<file path="src/motion_cfg_pkg.sv">
// Package: register map, field widths, reset values and enumerations of the block
package motion_cfg_pkg;
  localparam logic [7:0] ENC_MODE_OFFSET = 8'h1E;
  localparam logic [7:0] FAULT_FLAG_OFFSET = 8'h1F;
  localparam logic [7:0] DECEL_SHAPE_OFFSET = 8'h20;
  localparam logic [7:0] FAULT_CODE_OFFSET = 8'h21;
  localparam logic [7:0] ATTN_MASK_OFFSET = 8'h22;
  localparam logic [7:0] LINE_COUNT_OFFSET = 8'h23;
  localparam logic [7:0] STATUS_OFFSET = 8'h24;
  localparam int DATA_WIDTH = 16;
  localparam int QUAD_SHIFT = 2;
  localparam logic [15:0] LINE_COUNT_RESET = 16'h03E8;
  localparam logic [15:0] LINE_COUNT_MIN = 16'h0001;
  localparam logic [15:0] LINE_COUNT_MAX = 16'h07D0;
  localparam logic [0:0] ENC_MODE_RESET = 1'h0;
  localparam logic [0:0] FAULT_FLAG_RESET = 1'h0;
  localparam logic [0:0] ATTN_MASK_RESET = 1'h0;
  localparam logic [7:0] FAULT_CODE_RESET = 8'h00;

  typedef enum logic [1:0] {
    SHAPE_NONE = 2'h0,
    SHAPE_LINEAR = 2'h1,
    SHAPE_TRIANGLE = 2'h2,
    SHAPE_SINE = 2'h3
  } decel_shape_type;

  typedef enum {
    PROG_IDLE,
    PROG_RUN,
    PROG_END_WAIT
  } prog_state_type;

  typedef struct packed {
    logic wr;
    logic rd;
    logic [7:0] addr;
    logic [15:0] wdata;
  } reg_req_type;

  typedef struct packed {
    logic fault;
    logic [7:0] code;
  } fault_event_type;
endpackage

</file>
<file path="src/sync2.sv">
// Two flip-flop synchroniser for one level
module sync2 (
  input wire logic mclk,
  input wire logic resetn,
  input wire logic din,
  output logic dout
);
  logic stage1;

  always_ff @(posedge mclk) begin
    if (!resetn) begin
      stage1 <= 1'b0;
      dout <= 1'b0;
    end else begin
      stage1 <= din;
      dout <= stage1;
    end
  end
endmodule

</file>
<file path="src/motion_cfg.sv">
// Configuration and status logic of a stepper motion controller
// What this block does
// [RULE1] Shape 1 linear, 2 triangle, 3 sinusoidal
// [RULE2] Shape resets to linear
// [RULE3] Shape 3 gives softer s-curve ends
// [RULE4] Program end instruction stops program execution
// [RULE5] Immediate end waits for active move
// [RULE6] Encoder mode bit selects steps or counts
// [RULE7] Encoder mode loads position from quadrature count
// [RULE8] Stall and position upkeep only in encoder mode
// [RULE9] Read-only fault flag, default zero
// [RULE10] Program start clears fault flag
// [RULE11] Fault code read or zero write clears
// [RULE12] Attention mask drives fault flag out
// [RULE13] Line count scales; four counts per line
// [RULE14] Host picks microstep above lines times eight
// [RULE15] Fault code holds most recent error
// [RULE16] Out-of-range shape writes are ignored
module motion_cfg
  import motion_cfg_pkg::*;
#(
  parameter int POS_WIDTH = 32
) (
  input wire logic mclk,
  input wire logic resetn,
  input wire reg_req_type req,
  output logic [15:0] rdata,
  input wire fault_event_type fault_in,
  input wire logic prog_start,
  input wire logic prog_end_instr,
  input wire logic imm_end_cmd,
  input wire logic move_active,
  input wire logic [POS_WIDTH-1:0] step_count,
  input wire logic enc_a,
  input wire logic enc_b,
  output logic prog_running,
  output logic [POS_WIDTH-1:0] position,
  output logic [POS_WIDTH-1:0] quad_count,
  output decel_shape_type decel_shape_select,
  output logic encoder_mode_on,
  output logic stall_detect_en,
  output logic pos_maint_en,
  output logic [17:0] counts_per_rev,
  output logic attention_out
);
  logic fault_status_flag;
  logic [7:0] fault_code_hold;
  logic attention_mask;
  logic [15:0] encoder_line_count;
  prog_state_type prog_state;
  logic a_sync, b_sync, a_prev, b_prev;
  logic code_rd, code_zero_wr;

  sync2 sync_a (.mclk(mclk), .resetn(resetn), .din(enc_a), .dout(a_sync));
  sync2 sync_b (.mclk(mclk), .resetn(resetn), .din(enc_b), .dout(b_sync));

  assign code_rd = req.rd && (req.addr == FAULT_CODE_OFFSET);
  assign code_zero_wr = req.wr && (req.addr == FAULT_CODE_OFFSET) && (req.wdata == 16'h0000);

  // Shape register
  always_ff @(posedge mclk) begin
    if (!resetn) begin
      decel_shape_select <= SHAPE_LINEAR; // [RULE2]
    end else if (req.wr && req.addr == DECEL_SHAPE_OFFSET) begin
      if (req.wdata[15:2] == 14'h0000 && req.wdata[1:0] != 2'h0) begin // [RULE16]
        decel_shape_select <= decel_shape_type'(req.wdata[1:0]); // [RULE1] [RULE3]
      end
    end
  end

  // Configuration bits
  always_ff @(posedge mclk) begin
    if (!resetn) begin
      encoder_mode_on <= ENC_MODE_RESET[0]; // [RULE6]
      attention_mask <= ATTN_MASK_RESET[0];
      encoder_line_count <= LINE_COUNT_RESET;
    end else if (req.wr) begin
      if (req.addr == ENC_MODE_OFFSET) begin
        encoder_mode_on <= req.wdata[0]; // [RULE6]
      end
      if (req.addr == ATTN_MASK_OFFSET) begin
        attention_mask <= req.wdata[0];
      end
      if (req.addr == LINE_COUNT_OFFSET && req.wdata >= LINE_COUNT_MIN &&
          req.wdata <= LINE_COUNT_MAX) begin
        encoder_line_count <= req.wdata;
      end
    end
  end

  // Four counts per line
  assign counts_per_rev = {encoder_line_count, 2'b00}; // [RULE13]

  // Encoder functions gated by mode
  assign stall_detect_en = encoder_mode_on; // [RULE8]
  assign pos_maint_en = encoder_mode_on; // [RULE8]

  // Quadrature decode, one count per edge
  always_ff @(posedge mclk) begin
    if (!resetn) begin
      a_prev <= 1'b0;
      b_prev <= 1'b0;
      quad_count <= '0;
    end else begin
      a_prev <= a_sync;
      b_prev <= b_sync;
      if ((a_sync ^ a_prev) ^ (b_sync ^ b_prev)) begin // [RULE13]
        if (a_prev ^ b_sync) begin
          quad_count <= quad_count + 1'b1;
        end else begin
          quad_count <= quad_count - 1'b1;
        end
      end
    end
  end

  // Position source
  always_ff @(posedge mclk) begin
    if (!resetn) begin
      position <= '0;
    end else begin
      position <= encoder_mode_on ? quad_count : step_count; // [RULE7]
    end
  end

  // Program sequencing
  always_ff @(posedge mclk) begin
    if (!resetn) begin
      prog_state <= PROG_IDLE;
    end else begin
      case (prog_state)
        PROG_IDLE: begin
          if (prog_start) begin
            prog_state <= PROG_RUN;
          end
        end
        PROG_RUN: begin
          if (prog_end_instr) begin
            prog_state <= PROG_IDLE; // [RULE4]
          end else if (imm_end_cmd) begin
            prog_state <= move_active ? PROG_END_WAIT : PROG_IDLE; // [RULE5]
          end
        end
        PROG_END_WAIT: begin
          if (!move_active) begin
            prog_state <= PROG_IDLE; // [RULE5]
          end
        end
        default: prog_state <= PROG_IDLE;
      endcase
    end
  end

  assign prog_running = (prog_state != PROG_IDLE);

  // Fault flag and code; a new fault wins over any clear
  always_ff @(posedge mclk) begin
    if (!resetn) begin
      fault_status_flag <= FAULT_FLAG_RESET[0]; // [RULE9]
      fault_code_hold <= FAULT_CODE_RESET;
    end else if (fault_in.fault) begin
      fault_status_flag <= 1'b1; // [RULE9]
      fault_code_hold <= fault_in.code; // [RULE15]
    end else begin
      if (prog_start && prog_state == PROG_IDLE) begin
        fault_status_flag <= 1'b0; // [RULE10]
      end else if (code_rd || code_zero_wr) begin
        fault_status_flag <= 1'b0; // [RULE11]
      end
      if (code_zero_wr) begin
        fault_code_hold <= FAULT_CODE_RESET; // [RULE11]
      end
    end
  end

  // Attention output
  always_ff @(posedge mclk) begin
    if (!resetn) begin
      attention_out <= 1'b0;
    end else begin
      attention_out <= attention_mask & fault_status_flag; // [RULE12]
    end
  end

  // Read data, registered
  always_ff @(posedge mclk) begin
    if (!resetn) begin
      rdata <= 16'h0000;
    end else if (req.rd) begin
      case (req.addr)
        ENC_MODE_OFFSET: rdata <= {15'h0000, encoder_mode_on};
        FAULT_FLAG_OFFSET: rdata <= {15'h0000, fault_status_flag}; // [RULE9]
        DECEL_SHAPE_OFFSET: rdata <= {14'h0000, decel_shape_select};
        FAULT_CODE_OFFSET: rdata <= {8'h00, fault_code_hold};
        ATTN_MASK_OFFSET: rdata <= {15'h0000, attention_mask};
        LINE_COUNT_OFFSET: rdata <= encoder_line_count;
        STATUS_OFFSET: rdata <= {14'h0000, prog_state == PROG_END_WAIT, prog_running};
        default: rdata <= 16'h0000;
      endcase
    end
  end
endmodule

</file>
<file path="config.mk">
export PLATFORM = sky130hd
export DESIGN_NAME = motion_cfg
export DESIGN_NICKNAME = d
export VERILOG_FILES = /design/src/motion_cfg_pkg.sv /design/src/sync2.sv /design/src/motion_cfg.sv
export SDC_FILE = /design/constraint.sdc
export NUM_CORES = 1
export LEC_CHECK = 0
export ABC_AREA = 0
export BUFFER_PORTS_ARGS = -buffer_cell sky130_fd_sc_hd__buf_2
export CAP_MARGIN = 15
export CORE_ASPECT_RATIO = 1.1
export CORE_MARGIN = 1
export CORE_UTILIZATION = 45
export CTS_CLUSTER_DIAMETER = 30
export DETAILED_ROUTE_END_ITERATION = 6
export HOLD_SLACK_MARGIN = 0.08
export PLACE_DENSITY = 0.82
export SKIP_LAST_GASP = 1
export SYNTH_ARGS = -nofsm -noshare
export SYNTH_HDL_FRONTEND = slang
export SYNTH_SLANG_ARGS = --single-unit
</file>
<file path="constraint.sdc">
create_clock -name mclk -period 4.86 [get_ports mclk]
set_input_delay 0.486 -clock mclk [delete_from_list [all_inputs] [get_ports mclk]]
set_output_delay 0.486 -clock mclk [all_outputs]
set_load 0.1 [all_outputs]
</file>
==> flow_summary_export.csv, run 1 <==
group,metric,value,unit
setup_path,critPathLaunchType,"flop",
setup_path,critical_path.cell_chain,"xor2_2 > buf_4 > xnor2_1 > ha_1 > nor4b_1 > o21ai_2 > a21oi_1 > nor2_1 > or3_1",
sta,final_critical_path_time_including_i_o_delays_and_setup,2.973,ns
floorplanning,placeableCoreArea,13320,sq um
drt,wl,18340,um
outcome,run_status,"completed",
placement,number_of_buffers_added_on_ports,177,
cts,cts_post_setup_buffers_inserted,0,
placement,gp_congestion,0.8942,
synthesis,synth-seq-cells,118,
cts,cts.reportedPaths.clkPinSlew,0.06,ns
global_route,grt_pass1_wl,29120,um
sta,grt_setup_unrepaired,"no",
placement,detailedPlace.worstSlack,1.764,ns
finish,area.sequential,2364,sq um
global_route,track_usage,0.2588,
sta,setup_violations,0,
hold_path,holdCritPathClass,"in -> reg",
cts,clock_tree_buffer_depth,2,
setup_path,cp_data_arrival_time,3.27,ns
floorplanning,initial_core_util,0.4652,
synthesis,avgSynthCellArea,8.409,sq um
synthesis,synth_area_leader_cell,"dfxtp_1",
cts,postCtsHoldBufs,0,
setup_path,crit_fanout,31,
synthesis,synth.top_cell.area_share,0.3812,
drt,num_vias,6235,
global_route,antenna_found_initial,1,
synthesis,post_synth_instance_area,6197,sq um
cts,tritoncts_num_sinks,118,
sta,worst_clock_skew,0.009330,ns
synthesis,synth_sequential_area_ratio,0.3812,
drt,final_antenna_net_count,0,
cts,clk_latency,0.42,ns
drt,drc,0,
setup_path,critPathTopFamily,"simple AND/OR/NAND/NOR gates",
pwr,report.power.total,3997,uW
sta,max_slew_vio_count,0,
setup_path,timing.critical_path.required,5.16,ns
job,maxCapViolations,0,
finish,area_growth_syn_to_layout,24.61,%
synthesis,synth_top_cells_by_count,"dfxtp_1 (118), nor2_1 (98), mux2i_1 (69)",
drt,first_iter_violations,391,
sta,setup_ws,1.887,ns
drt,detail_routed_net_length_per_standard_cell,17.14,um
sta,fin_tns_setup,0,ns
synthesis,post_synthesis_async_set_or_reset_flop_share,0,
sta,max-slew-margin-rel,0.4171,
finish,number_of_nets_in_the_final_layout,949,
setup_path,critical_path.slowest_cell,"nor4b_1",
finish,n_fill_cell,1234,
finish,n_antenna_cell,0,
synthesis,yosys.cell_count.top_type,"dfxtp_1",
synthesis,ys.warnings.count,0,
setup_path,cp_slowest_stage_delay,0.54,ns
sta,fin_worst_hold_slack,0.2731,ns
floorplanning,x_dimension_of_the_die,113.9,um
finish,final_util,0.5796,
pwr,leakagePower,0.003358,uW
setup_path,path_buf_inv,1,
pwr,power_density,517.6,nW/um^2
synthesis,gate_count_of_the_mapped_netlist,737,
cts,resize_count_post_cts,0,
sta,timing.fmax,336.3,MHz
pwr,max-vdd-ir-drop,0.2266,mV
floorplanning,row_count,44,
placement,dp_wirelength,12710,um
global_route,maximum_number_of_pins_on_one_net_before_global_route_repair,52,
floorplanning,y_dimension_of_the_die,125.1,um
cts,cts_tree,"yes",
setup_path,critPathCaptureType,"flop",
sta,timing_hold_violations_final,0,
sta,min_period_over_period,0.6118,
synthesis,yosys_most_used_dff,"dfxtp_1",
finish,multi_input_area,3515,sq um
finish,layout-drive-gt1-share,0.2709,
cts,clk_root_buffer_cell,"clkbuf_16",
setup_path,critPathKind,"reg -> reg",
cts,tritoncts.num_buffers,17,
cts,cts_htree_levels,4,
global_route,gr-total-overflow,0,
synthesis,ys_types,73,
synthesis,synth_top_cells_by_area,"dfxtp_1 (38%), mux2i_1 (11%), nor2_1 (5.9%), nand2_1 (3.1%), clkbuf_1 (3.0%)",
synthesis,synth_edf_count,0,
sta,tightestPinTransition,0.8731,ns
drt,detailedRoute.firstPassIterationCount,6,
floorplanning,io_pins,180,
drt,drt-vias-per-instance,5.827,
global_route,via_count_of_the_first_global_routing_pass,5737,
floorplanning,fp.dieArea,14250,sq um
[report_power, final]
group          total, uW  internal (uW)  switching [uW]
clock               1350            896             459
combinational       1420            397            1030
sequential          1220           1040             176
total               4000           2330            1660
[flip-flops by register name, indices dropped and copies added (netlist names), 2 cells and up]
| name | cells |
|---|---|
| quad_count | 32 |
| fault_code_hold | 8 |
| rdata | 16 |
| decel_shape_select | 2 |
| encoder_line_count | 16 |
| prog_state | 2 |
| position | 32 |
[cell usage in the layout, fill, tap and decap left out, types with 20 or more instances in the layout]
master and count:
buf_2 177, dfxtp_1 117, nor2_1 98, mux2i_1 69, nand2_1 51, nor4_1 28
nand3_1 28, nand4_1 27, a21oi_1 26, nor3_1 21, nand2b_1 20
[cell families after synthesis]
logic type,synth area share
AOI/OAI and AO/OA,0.1238
xor gates and xnor gates,0.02403
adders and majority gates,0.002019
buffers and inverters,0.05471
DFF,0.3812
muxes,0.1169
other,0.0006051
and+or+nand+nor,0.2968
[per-layer routing]
layer  vias to the layer above  GRT usage  wire length (um)
met4                         2     0.1085               446
met3                        44    0.06689              1554
met2                       332     0.4462              9011
met5                         -          0                10
li1                       2968          -                 -
met1                      2889     0.3024              7318
[worst paths after layout]
| check | from | endpoint | slack, ns | cells after the start |
|---|---|---|---|---|
| worst max register to register | sync_b.dout | quad_count[26] | 1.89 | 9 |
| worst min-delay path | enc_b | sync_b.stage1 | 0.27 | 2 |
| worst max-delay path | sync_b.dout | quad_count[26] | 1.89 | 9 |
| worst min register to register | sync_a.stage1 | sync_a.dout | 0.43 | 1 |
[through the flow]
stage	cells	area, sq um
2_1_floorplan	738	6201
3_3_place_gp	1038	7081
3_5_place_dp	1038	7081
4_1_cts	1070	7722
5_1_grt	1070	7722
6_report	1070	7722
[final cells by class]
type / count / share of cell area
Clock buffer: 20 / 0.06043
Multi-Input combinational cell: 545 / 0.4551
Inverter: 5 / 0.002430
Tap cell: 184 / 0.02981
Clock inverter: 12 / 0.02268
Timing Repair Buffer: 186 / 0.1235
Sequential cell: 118 / 0.3061
[worst register-to-register path, delay by kind of cell, from the launching register on]
family	cells	cell delay, ns
and+or+nand+nor	3	1.01
AOI/OAI and AO/OA	2	0.47
DFF	1	0.43
buffers and inverters	1	0.35
xor gates and xnor gates	2	0.31
adders and majority gates	1	0.29
(Power assumes the default switching activity.)
==> inputs of run 2 (changes only) <==
ABC_AREA = 1   (was 0)
PLACE_DENSITY = 0.84   (was 0.82)
clock period = 2.55 ns   (was 4.86 ns; I/O delays follow)
==> run 2 against run 1 <==
Compared with the run above: synthesized area rose by 7.2%; register-to-register slack worse by 1.6 ns; worst hold slack worse by 0.19 ns; global-route usage down 0.46 points; via count up 17%; critical path depth increased by 5; non-clock buffer count grew 8; synthesized cell count is 39% higher; sequential share of layout area shrank 2.5 points; clock power grew 100%; largest cell class unchanged.
==> flow_summary_export.csv, run 2 <==
group,metric,value,unit
cts,postCtsHoldBufs,7,
cts,cts_post_setup_buffers_inserted,0,
synthesis,synth_area_leader_cell,"dfxtp_1",
cts,tritoncts.num_buffers,17,
cts,cts.reportedPaths.clkPinSlew,0.05,ns
synthesis,synth_edf_count,0,
synthesis,synth_sequential_area_ratio,0.3555,
cts,tritoncts_num_sinks,118,
floorplanning,initial_core_util,0.4600,
finish,stdcell_area,8403,sq um
finish,area_growth_syn_to_layout,26.45,%
pwr,power_density,864.8,nW/um^2
drt,num_vias,7275,
sta,tightestPinTransition,0.7786,ns
global_route,via_count_of_the_first_global_routing_pass,6729,
cts,clk_latency,0.42,ns
setup_path,critPathLaunchType,"flop",
cts,cts_htree_levels,4,
sta,grt_setup_unrepaired,"no",
outcome,run_status,"completed",
drt,drt-vias-per-instance,5.204,
floorplanning,io_pins,180,
synthesis,ys_types,46,
finish,layout-drive-gt1-share,0.2106,
sta,fin_tns_setup,0,ns
sta,timing_hold_violations_final,0,
synthesis,ys.warnings.count,0,
floorplanning,row_count,46,
finish,layout_common_cells,"nand2_1 (261), buf_2 (177), inv_1 (160), dfxtp_1 (117), a21oi_1 (88)",
drt,detailedRoute.firstPassIterationCount,5,
floorplanning,x_dimension_of_the_die,117.9,um
synthesis,post_synthesis_async_set_or_reset_flop_share,0,
placement,placement.cell_area,7661,sq um
floorplanning,y_dimension_of_the_die,129.5,um
synthesis,post_synth_instance_area,6645,sq um
finish,number_of_nets_in_the_final_layout,1270,
setup_path,critPathKind,"reg -> reg",
setup_path,reg2reg_depth,14,
synthesis,yosys_most_used_dff,"dfxtp_1",
synthesis,synth_top_cells_by_count,"nand2_1 (261), inv_1 (160), dfxtp_1 (118)",
cts,cts_tree,"yes",
cts,clk_root_buffer_cell,"clkbuf_16",
drt,drc,0,
drt,wl,19330,um
global_route,maximum_number_of_pins_on_one_net_before_global_route_repair,58,
placement,number_of_buffers_added_on_ports,177,
sta,timing.fmax,439.3,MHz
pwr,max-vdd-ir-drop,0.3608,mV
synthesis,gate_count_of_the_mapped_netlist,1022,
sta,max-slew-margin-rel,0.4803,
drt,final_antenna_net_count,0,
sta,final_critical_path_time_including_i_o_delays_and_setup,2.276,ns
floorplanning,placeableCoreArea,14450,sq um
finish,final_util,0.5817,
global_route,grt_pass1_wl,31310,um
setup_path,critical_path.startpoint,"sync_b.dout",
setup_path,crit_fanout,26,
drt,detail_routed_net_length_per_standard_cell,13.83,um
finish,n_antenna_cell,0,
setup_path,timing.critical_path.required,2.87,ns
synthesis,avgSynthCellArea,6.502,sq um
drt,first_iter_violations,484,
sta,min_period_over_period,0.8927,
hold_path,holdCritPathClass,"in -> reg",
pwr,leakagePower,0.004465,uW
global_route,track_usage,0.2542,
setup_path,critical_register_to_register_path_endpoint,"quad_count[26]",
synthesis,yosys.cell_count.top_type,"nand2_1",
synthesis,synth.top_cell.area_share,0.3555,
global_route,gr-total-overflow,0,
setup_path,reg2reg_slack,0.27,ns
sta,setup_violations,0,
sta,max_slew_vio_count,0,
cts,resize_count_post_cts,0,
setup_path,crit-reg2reg-launch,"sync_b.dout",
sta,worst_clock_skew,0.01131,ns
global_route,antenna_found_initial,0,
job,maxCapViolations,0,
placement,dp_wirelength,14320,um
cts,clock_tree_buffer_depth,2,
floorplanning,fp.dieArea,15260,sq um
synthesis,synth_top_cells_by_area,"dfxtp_1 (36%), nand2_1 (15%), inv_1 (9.0%), a21oi_1 (6.6%), o21ai_0 (6.6%)",
synthesis,synth-seq-cells,118,
setup_path,critPathCaptureType,"flop",
setup_path,worst_setup_path_endpoint,"quad_count[26]",
placement,gp_congestion,0.9401,
setup_path,cp_data_arrival_time,2.59,ns
finish,biggestRegsByFlops,"position (32), quad_count (32)",
finish,layout_commonest_cell,"nand2_1",
-- run 2: worst min path at each step --
stage / start / endpoint / cells after the start
final: move_active / prog_state[1] / 3
after global routing: fault_in[6] / fault_code_hold[6] / 3
after CTS: fault_in[5] / fault_code_hold[5] / 3
after detailed placement: sync_a.stage1 / sync_a.dout / 2
after global placement: sync_a.stage1 / sync_a.dout / 2
after floorplan: enc_a / sync_a.stage1 / 2
-- run 2: where the power goes --
part / internal, uW / leakage (uW) / switching [uW] / total, uW
registers: 1960 / 0.000971 / 110 / 2070
clock network: 1900 / 0.000327 / 841 / 2750
logic: 607 / 0.00317 / 1840 / 2450
-- run 2: layout make-up --
type | count | area (sq um)
clock buffers | 23 | 478.0
multi-input cells | 694 | 3437
fillers | 1374 | 6043
inverters | 169 | 634.4
repair buffers | 194 | 1056
flip-flops and latches | 118 | 2364
well taps | 192 | 240.2
clock inverters | 8 | 193.9
-- run 2: worst max-delay path: stages (launching register included) --
cell     delay [ns]
dfxtp_1        0.33
inv_1          0.10
nand2_2        0.10
nand2_4        0.20
buf_12         0.22
nor2_1         0.08
nor2_2         0.15
nand2_1        0.11
nor2_1         0.21
a21oi_1        0.15
and2_1         0.20
nand3_1        0.09
nand3_1        0.10
nand2_1        0.08
inv_1          0.03
-- run 2: layer usage --
metal  track usage  part of all wire  wire [um]  vias up
met1        0.2911              0.42       8069     3285
met5             0                 0          0        -
met3       0.06294             0.064       1235       52
li1              -                 -          -     3640
met2        0.4505              0.49       9470      298
met4        0.1124             0.029        558        0
-- run 2: per-stage QoR --
step / std cells / power (uW) / hold slack [ns] / setup WS (ns)
6_report: 1398 / 7267 / 0.08702 / 0.2736
3_3_place_gp: 1360 / 4493 / 0.4064 / 0.3386
4_1_cts: 1398 / 7278 / 0.08118 / 0.2993
3_5_place_dp: 1360 / 4516 / 0.4003 / 0.3128
2_1_floorplan: 1023 / 4014 / 0.3526 / 0.1061
5_1_grt: 1398 / 7600 / 0.08995 / 0.04577
-- run 2: kinds of logic after synthesis --
family | count (synthesis) | share of synthesized area
other | 1 | 0.0005643
and+or+nand+nor | 444 | 0.2853
adders and majority gates | 1 | 0.001883
buffers and inverters | 211 | 0.1278
AOI/OAI and AO/OA | 224 | 0.1924
xor gates and xnor gates | 23 | 0.03653
DFF | 118 | 0.3555
==> inputs of run 3 (changes only) <==
CORE_MARGIN = 2   (was 1)
CORE_UTILIZATION = 29   (was 45)
PLACE_DENSITY = 0.62   (was 0.84)
==> run 3 against run 2 <==
Compared with the run above: via count fell by 0.37%; wire length increased by 17%; utilization fell by 21 points; worst hold slack improved by 0.0061 ns; critical path depth grew 1; clock power shrank 11%; die area rose by 58%; sequential share of layout area down 0.46 points; first-iteration DRC count is 19% lower; final cell count rose by 8.5%; critical path type unchanged; largest power group is now combinational cells.
==> flow_summary_export.csv, run 3 (synthesis results as in run 2) <==
group,metric,value,unit
outcome,run_status,"completed",
global_route,maximum_number_of_pins_on_one_net_before_global_route_repair,54,
finish,biggestRegsByFlops,"position (32), quad_count (32)",
global_route,via_count_of_the_first_global_routing_pass,6753,
cts,cts_tree,"yes",
setup_path,timing.critical_path.required,2.86,ns
drt,drt-vias-per-instance,4.778,
setup_path,critical_path.slowest_cell,"dfxtp_1",
floorplanning,row_count,58,
sta,grt_setup_unrepaired,"no",
floorplanning,placeableCoreArea,22710,sq um
cts,clk_latency,0.42,ns
finish,layout_commonest_cell,"nand2_1",
placement,gp_congestion,0.8856,
setup_path,critPathKind,"reg -> reg",
setup_path,crit_fanout,27,
global_route,gr-total-overflow,0,
finish,number_of_nets_in_the_final_layout,1279,
setup_path,critPathCaptureType,"flop",
pwr,leakagePower,0.004458,uW
setup_path,most_used_cell_cp,"nand2_1",
sta,final_critical_path_time_including_i_o_delays_and_setup,2.319,ns
floorplanning,io_pins,180,
cts,clk_root_buffer_cell,"clkbuf_16",
cts,cts_htree_levels,4,
floorplanning,y_dimension_of_the_die,162.8,um
drt,drc,0,
setup_path,critical_register_to_register_path_endpoint,"quad_count[25]",
finish,area.sequential,2364,sq um
setup_path,cp_data_arrival_time,2.63,ns
placement,dp_wirelength,16930,um
cts,cts_post_setup_buffers_inserted,0,
drt,num_vias,7248,
cts,cts.reportedPaths.clkPinSlew,0.07,ns
floorplanning,x_dimension_of_the_die,148.3,um
sta,fin_tns_setup,0,ns
cts,resize_count_post_cts,0,
floorplanning,initial_core_util,0.2926,
sta,max-slew-margin-rel,0.4885,
cts,clock_tree_buffer_depth,2,
finish,layout_common_cells,"nand2_1 (261), buf_2 (177), inv_1 (160), dfxtp_1 (117), a21oi_1 (88)",
drt,first_iter_violations,392,
setup_path,cp_slowest_stage_delay,0.37,ns
cts,postCtsHoldBufs,11,
sta,max_slew_vio_count,0,
finish,n_fill_cell,2465,
sta,timing_hold_violations_final,0,
pwr,max-vdd-ir-drop,0.4255,mV
setup_path,critPathLaunchType,"flop",
sta,tightestPinTransition,0.7664,ns
placement,number_of_buffers_added_on_ports,177,
setup_path,critical_path.startpoint,"sync_b.dout",
drt,detailedRoute.firstPassIterationCount,4,
sta,setup_violations,0,
hold_path,holdCritPathClass,"in -> reg",
sta,timing.fmax,431.2,MHz
job,maxCapViolations,0,
cts,tritoncts_num_sinks,118,
placement,dp.cells,1473,
finish,layout-drive-gt1-share,0.2163,
setup_path,worst_setup_path_endpoint,"quad_count[25]",
setup_path,reg2reg_slack,0.23,ns
setup_path,reg2reg_depth,15,
drt,final_antenna_net_count,0,
finish,multi_input_area,3437,sq um
pwr,power_density,827.7,nW/um^2
setup_path,critical_path.cell_chain,"inv_1 > nand2_2 > nand2_4 > nand2_1 > nand2_1 > o21ai_1 > nand2_1 > nand2_1 > nand2_1 > nand2_1 > nand2_1 > nand3_1 > nand3_1 > nand2_1 > inv_1",
sta,min_period_over_period,0.9095,
global_route,grt_pass1_wl,35420,um
sta,worst_clock_skew,0.008745,ns
finish,area_growth_syn_to_layout,28.54,%
finish,final_std_cells_w_o_fill,1517,
cts,tritoncts.num_buffers,17,
global_route,antenna_found_initial,1,
drt,detail_routed_net_length_per_standard_cell,14.89,um
floorplanning,fp.dieArea,24140,sq um
drt,wl,22580,um
setup_path,crit-reg2reg-launch,"sync_b.dout",
global_route,track_usage,0.1857,
## run 3: cell count changes in the layout (fill, tap and decap cells not counted)
cell / before / now
bufinv_16: 6 / 2
inv_6: 0 / 4
clkbuf_8: 3 / 0
clkinv_4: 1 / 2
clkbuf_1: 3 / 0
inv_8: 0 / 2
clkinvlp_4: 0 / 4
buf_4: 8 / 13
dlygate4sd3_1: 7 / 11
diode_2: 0 / 1
## run 3: final cells by class
cell class                      instances  share of cell area
Clock buffer                           17             0.04980
Clock inverter                         15             0.01992
Antenna cell                            1           0.0002930
Tap cell                              300             0.04394
Timing Repair Buffer                  203              0.1327
Sequential cell                       118              0.2767
Multi-Input combinational cell        694              0.4024
Inverter                              169             0.07426
## run 3: worst max-delay path: cells and delay by family (launching register included)
family	cells	cell delay [ns]
simple gates	12	1.45
buf+inv	2	0.12
flops	1	0.37
compound gates	1	0.27
## run 3: stage by stage
stage	total power [uW]	utilization	hold slack, ns	setup WS (ns)	area, sq um
2_1_floorplan	4014	-	0.3526	0.1061	6649
3_3_place_gp	4623	0.3449	0.4028	0.2832	7834
3_5_place_dp	4614	0.3449	0.4013	0.2597	7834
4_1_cts	7117	0.3760	0.08308	0.2545	8539
5_1_grt	7448	0.3760	0.09401	0.05603	8539
6_report	7070	0.3761	0.09309	0.2308	8542
## run 3: where the power goes
part / switching (uW) / internal [uW] / total (uW)
clock network: 998 / 1460 / 2460
registers: 109 / 1960 / 2070
logic: 1920 / 617 / 2540
total: 3030 / 4040 / 7070
## run 3: worst min-delay path by stage
stage | from | end | slack (ns) | depth (start not counted)
floorplan | enc_a | sync_a.stage1 | 0.35 | 2
global placement | sync_a.stage1 | sync_a.dout | 0.40 | 2
detailed placement | sync_b.stage1 | sync_b.dout | 0.40 | 2
CTS | fault_in[1] | fault_code_hold[1] | 0.08 | 3
global route | fault_in[5] | fault_code_hold[5] | 0.09 | 3
finish | fault_in[5] | fault_code_hold[5] | 0.09 | 3
## run 3: routing by layer
metal | wire length, um | vias up | global-route usage
li1 | - | 3652 | -
met2 | 10990 | 242 | 0.3226
met1 | 9757 | 3325 | 0.2243
met5 | 0 | - | 0
met4 | 380 | 0 | 0.05974
met3 | 1456 | 29 | 0.04706
